## src/rtl/adc_seq_pkg.sv

```systemverilog
// Package with register map, field layout, timing and bus carrier types for the conversion sequencer
package adc_seq_pkg;
    // Register byte offsets
    localparam logic [4:0] OFS_RESULT_HIGH = 5'h00;
    localparam logic [4:0] OFS_RESULT_LOW  = 5'h04;
    localparam logic [4:0] OFS_CONTROL     = 5'h08;
    localparam logic [4:0] OFS_CONFIG      = 5'h0C;
    localparam logic [4:0] OFS_IRQ_STATUS  = 5'h10;
    localparam logic [4:0] OFS_IRQ_MASK    = 5'h14;
    localparam logic [4:0] OFS_TRIG_CFG    = 5'h18;
    // Control fields
    localparam int CTL_CLKSEL_LSB = 6;
    localparam int CTL_CHAN_LSB   = 3;
    localparam int CTL_GO_BIT     = 2;
    localparam int CTL_ON_BIT     = 0;
    // Config fields
    localparam int CFG_FMT_BIT    = 7;
    localparam int CFG_CLKSEL2    = 6;
    // Interrupt bits
    localparam int IRQ_DONE_BIT   = 0;
    localparam int IRQ_TRIG_BIT   = 1;
    // Reset values
    localparam logic [7:0] CONTROL_RST = 8'h00;
    localparam logic [7:0] CONFIG_RST  = 8'h00;
    localparam logic [7:0] RESULT_RST  = 8'h00;
    localparam logic [1:0] IRQ_RST     = 2'h0;
    localparam logic [3:0] TRIG_RST    = 4'h0;
    // Compare mode that arms the hardware start
    localparam logic [3:0] SPECIAL_EVENT_MODE = 4'hB;
    // Timing in conversion bit periods
    localparam logic [3:0] CONV_TADS  = 4'hC;
    localparam logic [3:0] ABORT_TADS = 4'h2;
    localparam logic [3:0] FIRST_BIT_TAD = 4'h1;
    // Divider reload values in system clock periods
    localparam logic [6:0] DIV_2  = 7'h02;
    localparam logic [6:0] DIV_4  = 7'h04;
    localparam logic [6:0] DIV_8  = 7'h08;
    localparam logic [6:0] DIV_16 = 7'h10;
    localparam logic [6:0] DIV_32 = 7'h20;
    localparam logic [6:0] DIV_64 = 7'h40;

    typedef enum logic [1:0] {ST_IDLE, ST_CONV, ST_ABORT} seq_state_e;

    typedef struct packed {
        logic        read;
        logic        write;
        logic [4:0]  address;
        logic [31:0] writedata;
    } avmm_req_s;

    typedef struct packed {
        logic [31:0] readdata;
        logic        waitrequest;
    } avmm_rsp_s;

    typedef struct packed {
        logic [2:0] channel_sel;
        logic       converter_on;
        logic       acquire;
        logic [9:0] trial_code;
    } analog_ctl_s;
endpackage

```

## src/rtl/adc_conversion_sequencer.sv

```systemverilog
// Conversion sequencer: clock select, start/abort, result justification, trigger start, registers
//
// Local design decisions: register access over Avalon-MM and the address map.
`timescale 1ns/100ps
module adc_conversion_sequencer (
    // Clock and reset
    input  wire logic                    mclk,
    input  wire logic                    sys_rst,
    // Register bus
    input  wire adc_seq_pkg::avmm_req_s  avs_req,
    output      adc_seq_pkg::avmm_rsp_s  avs_rsp,
    // Analog front end
    input  wire logic                    sar_cmp_in,
    input  wire logic                    rc_clk_in,
    output      adc_seq_pkg::analog_ctl_s analog_ctl,
    // Compare unit trigger and timer
    input  wire logic                    special_trig,
    output      logic                    timer_clear,
    // Interrupt
    output      logic                    irq
);
    import adc_seq_pkg::*;

    seq_state_e  state_r;
    seq_state_e  state_nxt;
    logic [7:0]  control_r;
    logic [7:0]  config_r;
    logic [7:0]  res_high_r;
    logic [7:0]  res_low_r;
    logic [1:0]  status_r;
    logic [1:0]  mask_r;
    logic [3:0]  trig_cfg_r;
    logic        ack_r;
    logic [31:0] rdata_r;
    logic [5:0]  div_cnt_r;
    logic [3:0]  tad_cnt_r;
    logic [9:0]  code_r;
    logic [9:0]  bit_mask_r;
    logic        rc_s1_r;
    logic        rc_s2_r;
    logic        rc_s3_r;
    logic        timer_clear_r;
    logic [6:0]  div_max;

    // Bus decode
    wire        bus_req    = avs_req.read | avs_req.write;
    wire        bus_fire   = bus_req & ack_r;
    wire        wr_fire    = avs_req.write & ack_r;
    wire [7:0]  wdat       = avs_req.writedata[7:0];
    wire        wr_high    = wr_fire & (avs_req.address == OFS_RESULT_HIGH);
    wire        wr_low     = wr_fire & (avs_req.address == OFS_RESULT_LOW);
    wire        wr_ctl     = wr_fire & (avs_req.address == OFS_CONTROL);
    wire        wr_cfg     = wr_fire & (avs_req.address == OFS_CONFIG);
    wire        wr_stat    = wr_fire & (avs_req.address == OFS_IRQ_STATUS);
    wire        wr_mask    = wr_fire & (avs_req.address == OFS_IRQ_MASK);
    wire        wr_trig    = wr_fire & (avs_req.address == OFS_TRIG_CFG);

    // Control fields
    wire        conv_on    = control_r[CTL_ON_BIT];
    wire        go_flag    = control_r[CTL_GO_BIT];
    wire [2:0]  conv_clock_sel = {config_r[CFG_CLKSEL2], control_r[CTL_CLKSEL_LSB +: 2]};
    wire        rc_mode    = (conv_clock_sel[1:0] == 2'b11);
    wire        result_format_sel = config_r[CFG_FMT_BIT];

    // Trigger qualification
    wire        trig_armed = special_trig & (trig_cfg_r == SPECIAL_EVENT_MODE);
    wire        hw_start   = trig_armed & conv_on & (state_r == ST_IDLE);

    // Software go handling
    wire        new_on     = wr_ctl ? wdat[CTL_ON_BIT] : conv_on;
    wire        sw_start   = wr_ctl & wdat[CTL_GO_BIT] & conv_on & (state_r == ST_IDLE);
    wire        off_abort  = ~new_on & (state_r != ST_IDLE);
    wire        start      = (sw_start | hw_start) & new_on;

    // Bit-period enable
    wire        rc_edge    = rc_s2_r & ~rc_s3_r;
    wire        div_wrap   = ({1'b0, div_cnt_r} == div_max - 7'h01);
    wire        div_tick   = rc_mode ? rc_edge : div_wrap;
    wire        running    = (state_r != ST_IDLE);
    wire        tad_en     = running & div_tick;
    wire        conv_last  = (state_r == ST_CONV) & tad_en & (tad_cnt_r == CONV_TADS - 4'h1);
    wire        abort_last = (state_r == ST_ABORT) & tad_en & (tad_cnt_r == ABORT_TADS - 4'h1);
    wire        sw_abort   = wr_ctl & ~wdat[CTL_GO_BIT] & (state_r == ST_CONV) & ~conv_last;
    wire        bit_step   = (state_r == ST_CONV) & tad_en & (tad_cnt_r >= FIRST_BIT_TAD);

    // SAR decision
    wire [9:0]  code_kept  = sar_cmp_in ? code_r : (code_r & ~bit_mask_r);
    wire [9:0]  mask_shift = bit_mask_r >> 1;
    wire [9:0]  final_code = code_kept;

    // Justified result
    wire [7:0]  just_high  = result_format_sel ? {6'h00, final_code[9:8]} : final_code[9:2];
    wire [7:0]  just_low   = result_format_sel ? final_code[7:0] : {final_code[1:0], 6'h00};

    // Interrupt events
    wire [1:0]  irq_events = {trig_armed, conv_last};
    wire [1:0]  status_nxt = irq_events | (status_r & ~(wr_stat ? wdat[1:0] : 2'h0));

    // Read mux
    wire [7:0]  rd_byte =
        (avs_req.address == OFS_RESULT_HIGH) ? res_high_r :
        (avs_req.address == OFS_RESULT_LOW)  ? res_low_r  :
        (avs_req.address == OFS_CONTROL)     ? {control_r[7:2], 1'b0, control_r[0]} :
        (avs_req.address == OFS_CONFIG)      ? {config_r[7:6], 2'b00, config_r[3:0]} :
        (avs_req.address == OFS_IRQ_STATUS)  ? {6'h00, status_r} :
        (avs_req.address == OFS_IRQ_MASK)    ? {6'h00, mask_r} :
        (avs_req.address == OFS_TRIG_CFG)    ? {4'h0, trig_cfg_r} : 8'h00;

    // Divider reload selection
    always_comb begin
        case (conv_clock_sel)
            3'b000:  div_max = DIV_2;
            3'b100:  div_max = DIV_4;
            3'b001:  div_max = DIV_8;
            3'b101:  div_max = DIV_16;
            3'b010:  div_max = DIV_32;
            3'b110:  div_max = DIV_64;
            default: div_max = DIV_2;
        endcase
    end

    // Sequencer next state
    always_comb begin
        state_nxt = state_r;
        case (state_r)
            ST_IDLE: begin
                if (start) begin
                    state_nxt = ST_CONV;
                end
            end
            ST_CONV: begin
                if (off_abort) begin
                    state_nxt = ST_IDLE;
                end else if (sw_abort) begin
                    state_nxt = ST_ABORT;
                end else if (conv_last) begin
                    state_nxt = ST_IDLE;
                end
            end
            ST_ABORT: begin
                if (off_abort || abort_last) begin
                    state_nxt = ST_IDLE;
                end
            end
            default: state_nxt = ST_IDLE;
        endcase
    end

    // Bus handshake and read data
    always_ff @(posedge mclk) begin
        if (sys_rst) begin
            ack_r   <= 1'b0;
            rdata_r <= 32'h0000_0000;
        end else begin
            ack_r   <= bus_req & ~ack_r;
            rdata_r <= {24'h00_0000, rd_byte};
        end
    end

    // Sequencer state and bit-period counters
    always_ff @(posedge mclk) begin
        if (sys_rst) begin
            state_r   <= ST_IDLE;
            div_cnt_r <= 6'h00;
            tad_cnt_r <= 4'h0;
        end else begin
            state_r   <= state_nxt;
            if (!running || div_tick || (state_nxt != state_r)) begin
                div_cnt_r <= 6'h00;
            end else begin
                div_cnt_r <= div_cnt_r + 6'h01;
            end
            if (state_nxt != state_r) begin
                tad_cnt_r <= 4'h0;
            end else if (tad_en) begin
                tad_cnt_r <= tad_cnt_r + 4'h1;
            end
        end
    end

    // RC source synchroniser
    always_ff @(posedge mclk) begin
        if (sys_rst) begin
            rc_s1_r <= 1'b0;
            rc_s2_r <= 1'b0;
            rc_s3_r <= 1'b0;
        end else begin
            rc_s1_r <= rc_clk_in;
            rc_s2_r <= rc_s1_r;
            rc_s3_r <= rc_s2_r;
        end
    end

    // Successive approximation
    always_ff @(posedge mclk) begin
        if (sys_rst) begin
            code_r     <= 10'h000;
            bit_mask_r <= 10'h000;
        end else if (start && state_r == ST_IDLE) begin
            code_r     <= 10'h000;
            bit_mask_r <= 10'h000;
        end else if ((state_r == ST_CONV) && tad_en && (tad_cnt_r == FIRST_BIT_TAD - 4'h1)) begin
            code_r     <= 10'h200;
            bit_mask_r <= 10'h200;
        end else if (bit_step) begin
            code_r     <= code_kept | mask_shift;
            bit_mask_r <= mask_shift;
        end
    end

    // Control, configuration and trigger registers
    always_ff @(posedge mclk) begin
        if (sys_rst) begin
            control_r  <= CONTROL_RST;
            config_r   <= CONFIG_RST;
            trig_cfg_r <= TRIG_RST;
            mask_r     <= IRQ_RST;
        end else begin
            if (wr_ctl) begin
                control_r <= {wdat[7:3], go_flag & wdat[CTL_GO_BIT], 1'b0, wdat[CTL_ON_BIT]};
            end
            if (start) begin
                control_r[CTL_GO_BIT] <= 1'b1;
            end else if (conv_last || off_abort) begin
                control_r[CTL_GO_BIT] <= 1'b0;
            end else if (!wr_ctl) begin
                control_r[CTL_GO_BIT] <= go_flag & (state_r == ST_CONV);
            end
            if (wr_cfg) begin
                config_r <= {wdat[7:6], 2'b00, wdat[3:0]};
            end
            if (wr_trig) begin
                trig_cfg_r <= wdat[3:0];
            end
            if (wr_mask) begin
                mask_r <= wdat[1:0];
            end
        end
    end

    // Result pair and interrupt status
    always_ff @(posedge mclk) begin
        if (sys_rst) begin
            res_high_r    <= RESULT_RST;
            res_low_r     <= RESULT_RST;
            status_r      <= IRQ_RST;
            timer_clear_r <= 1'b0;
        end else begin
            if (conv_last) begin
                res_high_r <= just_high;
                res_low_r  <= just_low;
            end else begin
                if (wr_high) begin
                    res_high_r <= wdat;
                end
                if (wr_low) begin
                    res_low_r <= wdat;
                end
            end
            status_r      <= status_nxt;
            timer_clear_r <= trig_armed;
        end
    end

    // Outputs
    assign avs_rsp.waitrequest     = bus_req & ~ack_r;
    assign avs_rsp.readdata        = rdata_r;
    assign analog_ctl.channel_sel  = control_r[CTL_CHAN_LSB +: 3];
    assign analog_ctl.converter_on = conv_on;
    assign analog_ctl.acquire      = conv_on & (state_r == ST_IDLE);
    assign analog_ctl.trial_code   = code_r;
    assign timer_clear             = timer_clear_r;
    assign irq                     = |(status_r & mask_r);

    // Checks
    property p_done_clears_go;
        @(posedge mclk) disable iff (sys_rst)
        conv_last && !off_abort |=> !go_flag && status_r[IRQ_DONE_BIT] && state_r == ST_IDLE;
    endproperty
    a_done_clears_go: assert property (p_done_clears_go) else $error("done did not clear go");

    property p_abort_keeps_result;
        @(posedge mclk) disable iff (sys_rst)
        sw_abort && !off_abort && !wr_high && !wr_low |=> $stable(res_high_r) && $stable(res_low_r);
    endproperty
    a_abort_keeps_result: assert property (p_abort_keeps_result) else $error("abort changed result");

    property p_abort_wait;
        @(posedge mclk) disable iff (sys_rst)
        $rose(state_r == ST_ABORT) |-> (state_r == ST_ABORT) throughout (!tad_en [*1] ##0 1'b1)
            or (state_r == ST_ABORT && tad_cnt_r == 4'h0);
    endproperty
    a_abort_wait: assert property (p_abort_wait) else $error("abort wait entered wrong");

    property p_abort_two_tad;
        @(posedge mclk) disable iff (sys_rst)
        state_r == ST_ABORT && tad_en && tad_cnt_r == 4'h0 && !off_abort |=> state_r == ST_ABORT;
    endproperty
    a_abort_two_tad: assert property (p_abort_two_tad) else $error("abort wait shorter than two periods");

    property p_conv_len;
        @(posedge mclk) disable iff (sys_rst)
        state_r == ST_CONV |-> tad_cnt_r < CONV_TADS;
    endproperty
    a_conv_len: assert property (p_conv_len) else $error("conversion exceeded twelve periods");

    property p_right_just;
        @(posedge mclk) disable iff (sys_rst)
        conv_last && result_format_sel |=> res_high_r[7:2] == 6'h00;
    endproperty
    a_right_just: assert property (p_right_just) else $error("right justified high bits not zero");

    property p_left_just;
        @(posedge mclk) disable iff (sys_rst)
        conv_last && !result_format_sel |=> res_low_r[5:0] == 6'h00;
    endproperty
    a_left_just: assert property (p_left_just) else $error("left justified low bits not zero");

    property p_trig_start;
        @(posedge mclk) disable iff (sys_rst)
        hw_start && !wr_ctl |=> go_flag && state_r == ST_CONV && timer_clear;
    endproperty
    a_trig_start: assert property (p_trig_start) else $error("trigger did not start");

    property p_trig_off;
        @(posedge mclk) disable iff (sys_rst)
        trig_armed && !conv_on && !wr_ctl |=> timer_clear && !go_flag && state_r == ST_IDLE;
    endproperty
    a_trig_off: assert property (p_trig_off) else $error("trigger acted while off");

    property p_div_period;
        @(posedge mclk) disable iff (sys_rst)
        running && !rc_mode && conv_clock_sel == 3'b000 && $stable(state_r) && div_tick
            |=> !div_tick ##1 (div_tick || state_r == ST_IDLE || $changed(state_r) || $changed(conv_clock_sel));
    endproperty
    a_div_period: assert property (p_div_period) else $error("two-cycle bit period wrong");

    property p_reset_clears;
        @(posedge mclk) sys_rst |=> control_r == CONTROL_RST && state_r == ST_IDLE;
    endproperty
    a_reset_clears: assert property (p_reset_clears) else $error("reset left converter active");

    property p_irq_level;
        @(posedge mclk) disable iff (sys_rst)
        status_r[IRQ_DONE_BIT] && mask_r[IRQ_DONE_BIT] |-> irq;
    endproperty
    a_irq_level: assert property (p_irq_level) else $error("irq not raised");
endmodule

```

## config.mk

```make
export PLATFORM = sky130hd
export DESIGN_NAME = adc_conversion_sequencer
export DESIGN_NICKNAME = d
export VERILOG_FILES = /design/src/rtl/adc_seq_pkg.sv /design/src/rtl/adc_conversion_sequencer.sv
export SDC_FILE = /design/constraint.sdc
export NUM_CORES = 1
export LEC_CHECK = 0
export BUFFER_PORTS_ARGS = -buffer_cell sky130_fd_sc_hd__buf_2
export CORE_UTILIZATION = 50
export DETAILED_ROUTE_END_ITERATION = 8
export PLACE_DENSITY = 0.75
export SKIP_CTS_REPAIR_TIMING = 1
export SLEW_MARGIN = 20
export SYNTH_ARGS = -nofsm -noshare
export SYNTH_HDL_FRONTEND = slang
export SYNTH_SLANG_ARGS = --single-unit
```

## constraint.sdc

```tcl
create_clock -name mclk -period 2.52 [get_ports mclk]
set_input_delay 0.126 -clock mclk [delete_from_list [all_inputs] [get_ports mclk]]
set_output_delay 0.126 -clock mclk [all_outputs]
set_load 0.05 [all_outputs]
```

==> run metrics <==
H-tree Lvls=3; overall power=approximately 2.6 mW; Crit Path Max Fanout=5; adder-cell share of the synthesized area=0.0253; clk_skew=9.32 ps; die area=about 9300 um^2; crit path DAT=around 2700 ps; mapped cell area=around 4500 um^2; fin crit period=around 2400 ps; Root Buffer=clkbuf_8; final setup fails=0; Global Route Usage Sum=0.241; EDFF count, synth=0; initial antenna violation count=0; # Max-Cap Violations=0; sequential fraction of the synthesis area=0.368; worst r2r dst=tad_cnt_r[3]$_SDFFE_PP0P_; WL final=around 11000 um; CTS Buf Count=9; Peak VDD IR=0.000467 V; Clock Path Buffers=2; Final ANT Viol Nets=0; post-synth top area share=0.368; clk_lat worst skew=360 ps; Cell Area, Placed=approximately 4700 um^2; Cells after Synth=~530; element type at the critical path end=flop; Synth Area in XOR/XNOR=0.0118; Worst-Margin Slew=576 ps; top_reg_cell synth=dfxtp_1; final HPWL from detailed placement=just under 8000 um; Worst Setup EP=tad_cnt_r[3]$_SDFFE_PP0P_; Synth Register Bits=slightly above 80; Initial Utilization=0.514; CP Launch Type=flop; DR iter-0 viols=approximately 270; Routed WL per cell=between 15 and 20 um; pin count of the biggest net entering global routing=26; CTS Sinks=82; Yosys warnings=0; hold_ws=about 27 ps; # rows=34; Pins Over Slew Limit=0; Syn-to-layout area delta=12.7%; Setup crit start=control_r[7]$_SDFFE_PP0P_; CTS tree=done; mux contribution to synthesized area=0.0533; largest family of logic cells by synthesized area=simple AND/OR/NAND/NOR gates; Final Hold Viols=0; f_max=414 MHz; Core Util, Final=0.579; flop2flop setup slack=110 ps; Synth async-reset ratio=0; worst reg2reg path depth=8; drt pass-1 iters=5; Placed Cells=668; critical path required time=approximately 2800 ps; n_diodes=0; Slew HR=0.612; min-delay src=avs_req[5]; Final #Nets=around 630; Overflow after GRT=0; die height=around 96 um; via total after detailed routing=between 3000 and 4000; first-pass GRT wire length=between 15000 and 20000 um; Synth Area in Compound Gates=0.203; layout cells sized above 1=0.218; kind of critical path=flop to flop; RD Place Congestion=roughly 0.9; Synth cell types=66; Die Width=just under 100 um; core area=between 8000 and 9000 um^2; Synth top cells by count=dfxtp_1 (82), nand2_1 (57), a21oi_1 (47), nor2_1 (34), buf_4 (32); vias per cell=between 5 and 6; cell with the most instances after synthesis=dfxtp_1; hold path cells=3; cell accounting for the most synthesized area=dfxtp_1; non-filler cells, final=between 600 and 700; RSZ-0062 raised after global routing=no; status=finished, final reports clean; simple-gate area share of the yosys netlist=0.252; IO Port Bufs=45; vias in the first global route=3560; clock-pin slew on the worst setup and hold paths=90 ps; fin crit share=0.958; DRC viols=0; final instance area=around 5000 um^2; hold crit path type=input pin to flop; Mean Syn Cell Area=roughly 8.5 um^2; I/O pin count=between 90 and 100; largest cells by area after synthesis=dfxtp_1 (37%), buf_4 (5.4%), a21oi_1 (5.3%), nand2_1 (4.8%), mux2i_1 (3.8%); static leakage power=about 1.9 nW; Worst R2R Start=control_r[7]$_SDFFE_PP0P_; PwrDens=about 510 nW/um^2; fill count=~790
## final cells by class
cell class	count	area (um^2)	share of cell area
multi-input combinational	400	2560	0.509
inverter	12	45.0	0.00896
tap	108	135	0.0269
clock inverter	6	90.1	0.0179
sequential	82	1640	0.327
timing repair buffer	68	425	0.0847
clock buffer	10	128	0.0254
## report_power, final
| part | switching [mW] | total (mW) | internal [mW] |
|---|---|---|---|
| registers | 0.00331 | 1.30 | 1.30 |
| clock network | 0.500 | 1.06 | 0.562 |
| logic | 0.170 | 0.215 | 0.0452 |
| total | 0.673 | 2.58 | 1.91 |
## worst max-delay path, stage by stage (launching register included)
cell	delay, ps
dfxtp_2	340
buf_4	140
ha_1	190
and2b_1	220
a2111oi_4	370
o32a_4	290
nand2_2	80
or4_4	490
a211oi_2	210
## state kept, by name, summed over array words and instances, names as in the netlist
signal	count
bit_mask_r	10
rc_s3_r	1
code_r	10
config_r	6
tad_cnt_r	4
status_r	2
control_r	7
state_r	2
rdata_r	8
res_low_r	8
trig_cfg_r	4
timer_clear	1
res_high_r	8
div_cnt_r	6
ack_r	1
rc_s1_r	1
mask_r	2
rc_s2_r	1
## cell families (layout without fill, tap and decap cells)
kind of cell	count (synthesis)	in the layout
AOI/OAI and AO/OA	126	126
muxes	23	23
other	1	24
xor gates and xnor gates	6	6
adders and majority gates	9	9
buffers and inverters	66	96
DFF	82	82
and+or+nand+nor	212	212
## worst min-delay path by stage
stage	endpoint	slack, ps
finish	control_r[5]$_SDFFE_PP0P_	30
global placement	rc_s1_r$_SDFF_PP0_	350
floorplan	rc_s1_r$_SDFF_PP0_	250
detailed placement	rc_s1_r$_SDFF_PP0_	350
global route	control_r[5]$_SDFFE_PP0P_	20
CTS	rc_s1_r$_SDFF_PP0_	-30
## through the flow
| step | setup WS, ps | setup TNS (ps) |
|---|---|---|
| finish | 107 | 0 |
| CTS | -1.80 | -1.80 |
| global route | 0.326 | 0 |
| detailed placement | 8.18 | 0 |
| floorplan | 86.9 | 0 |
| global placement | 67.2 | 0 |
## placed cells by master, fill, tap and decap left out, types with 6 or more instances in the layout
cell type	Yosys	routed
dfxtp_1	82	80
nand2_1	57	57
a21oi_1	47	47
buf_2	6	45
nor2_1	34	34
nand3_1	26	26
conb_1	1	24
o21ai_0	26	22
buf_4	32	20
nor3_1	17	17
mux2i_1	17	17
nand2b_1	14	14
nor4_1	12	12
inv_1	12	10
clkbuf_8	0	9
nor2b_1	8	8
o31ai_1	8	8
ha_1	9	8
and2_1	6	6
a22oi_1	6	6
mux2_2	6	6
a31o_2	6	6
## metal layers
layer / wire length (um) / part of all wire / GRT usage
met3: 694 / 0.065 / 0.0462
met4: 173 / 0.016 / 0.0760
met1: 4870 / 0.46 / 0.316
met5: 0 / 0 / 0
met2: 4950 / 0.46 / 0.400
Power figures use the tool's default switching activity.
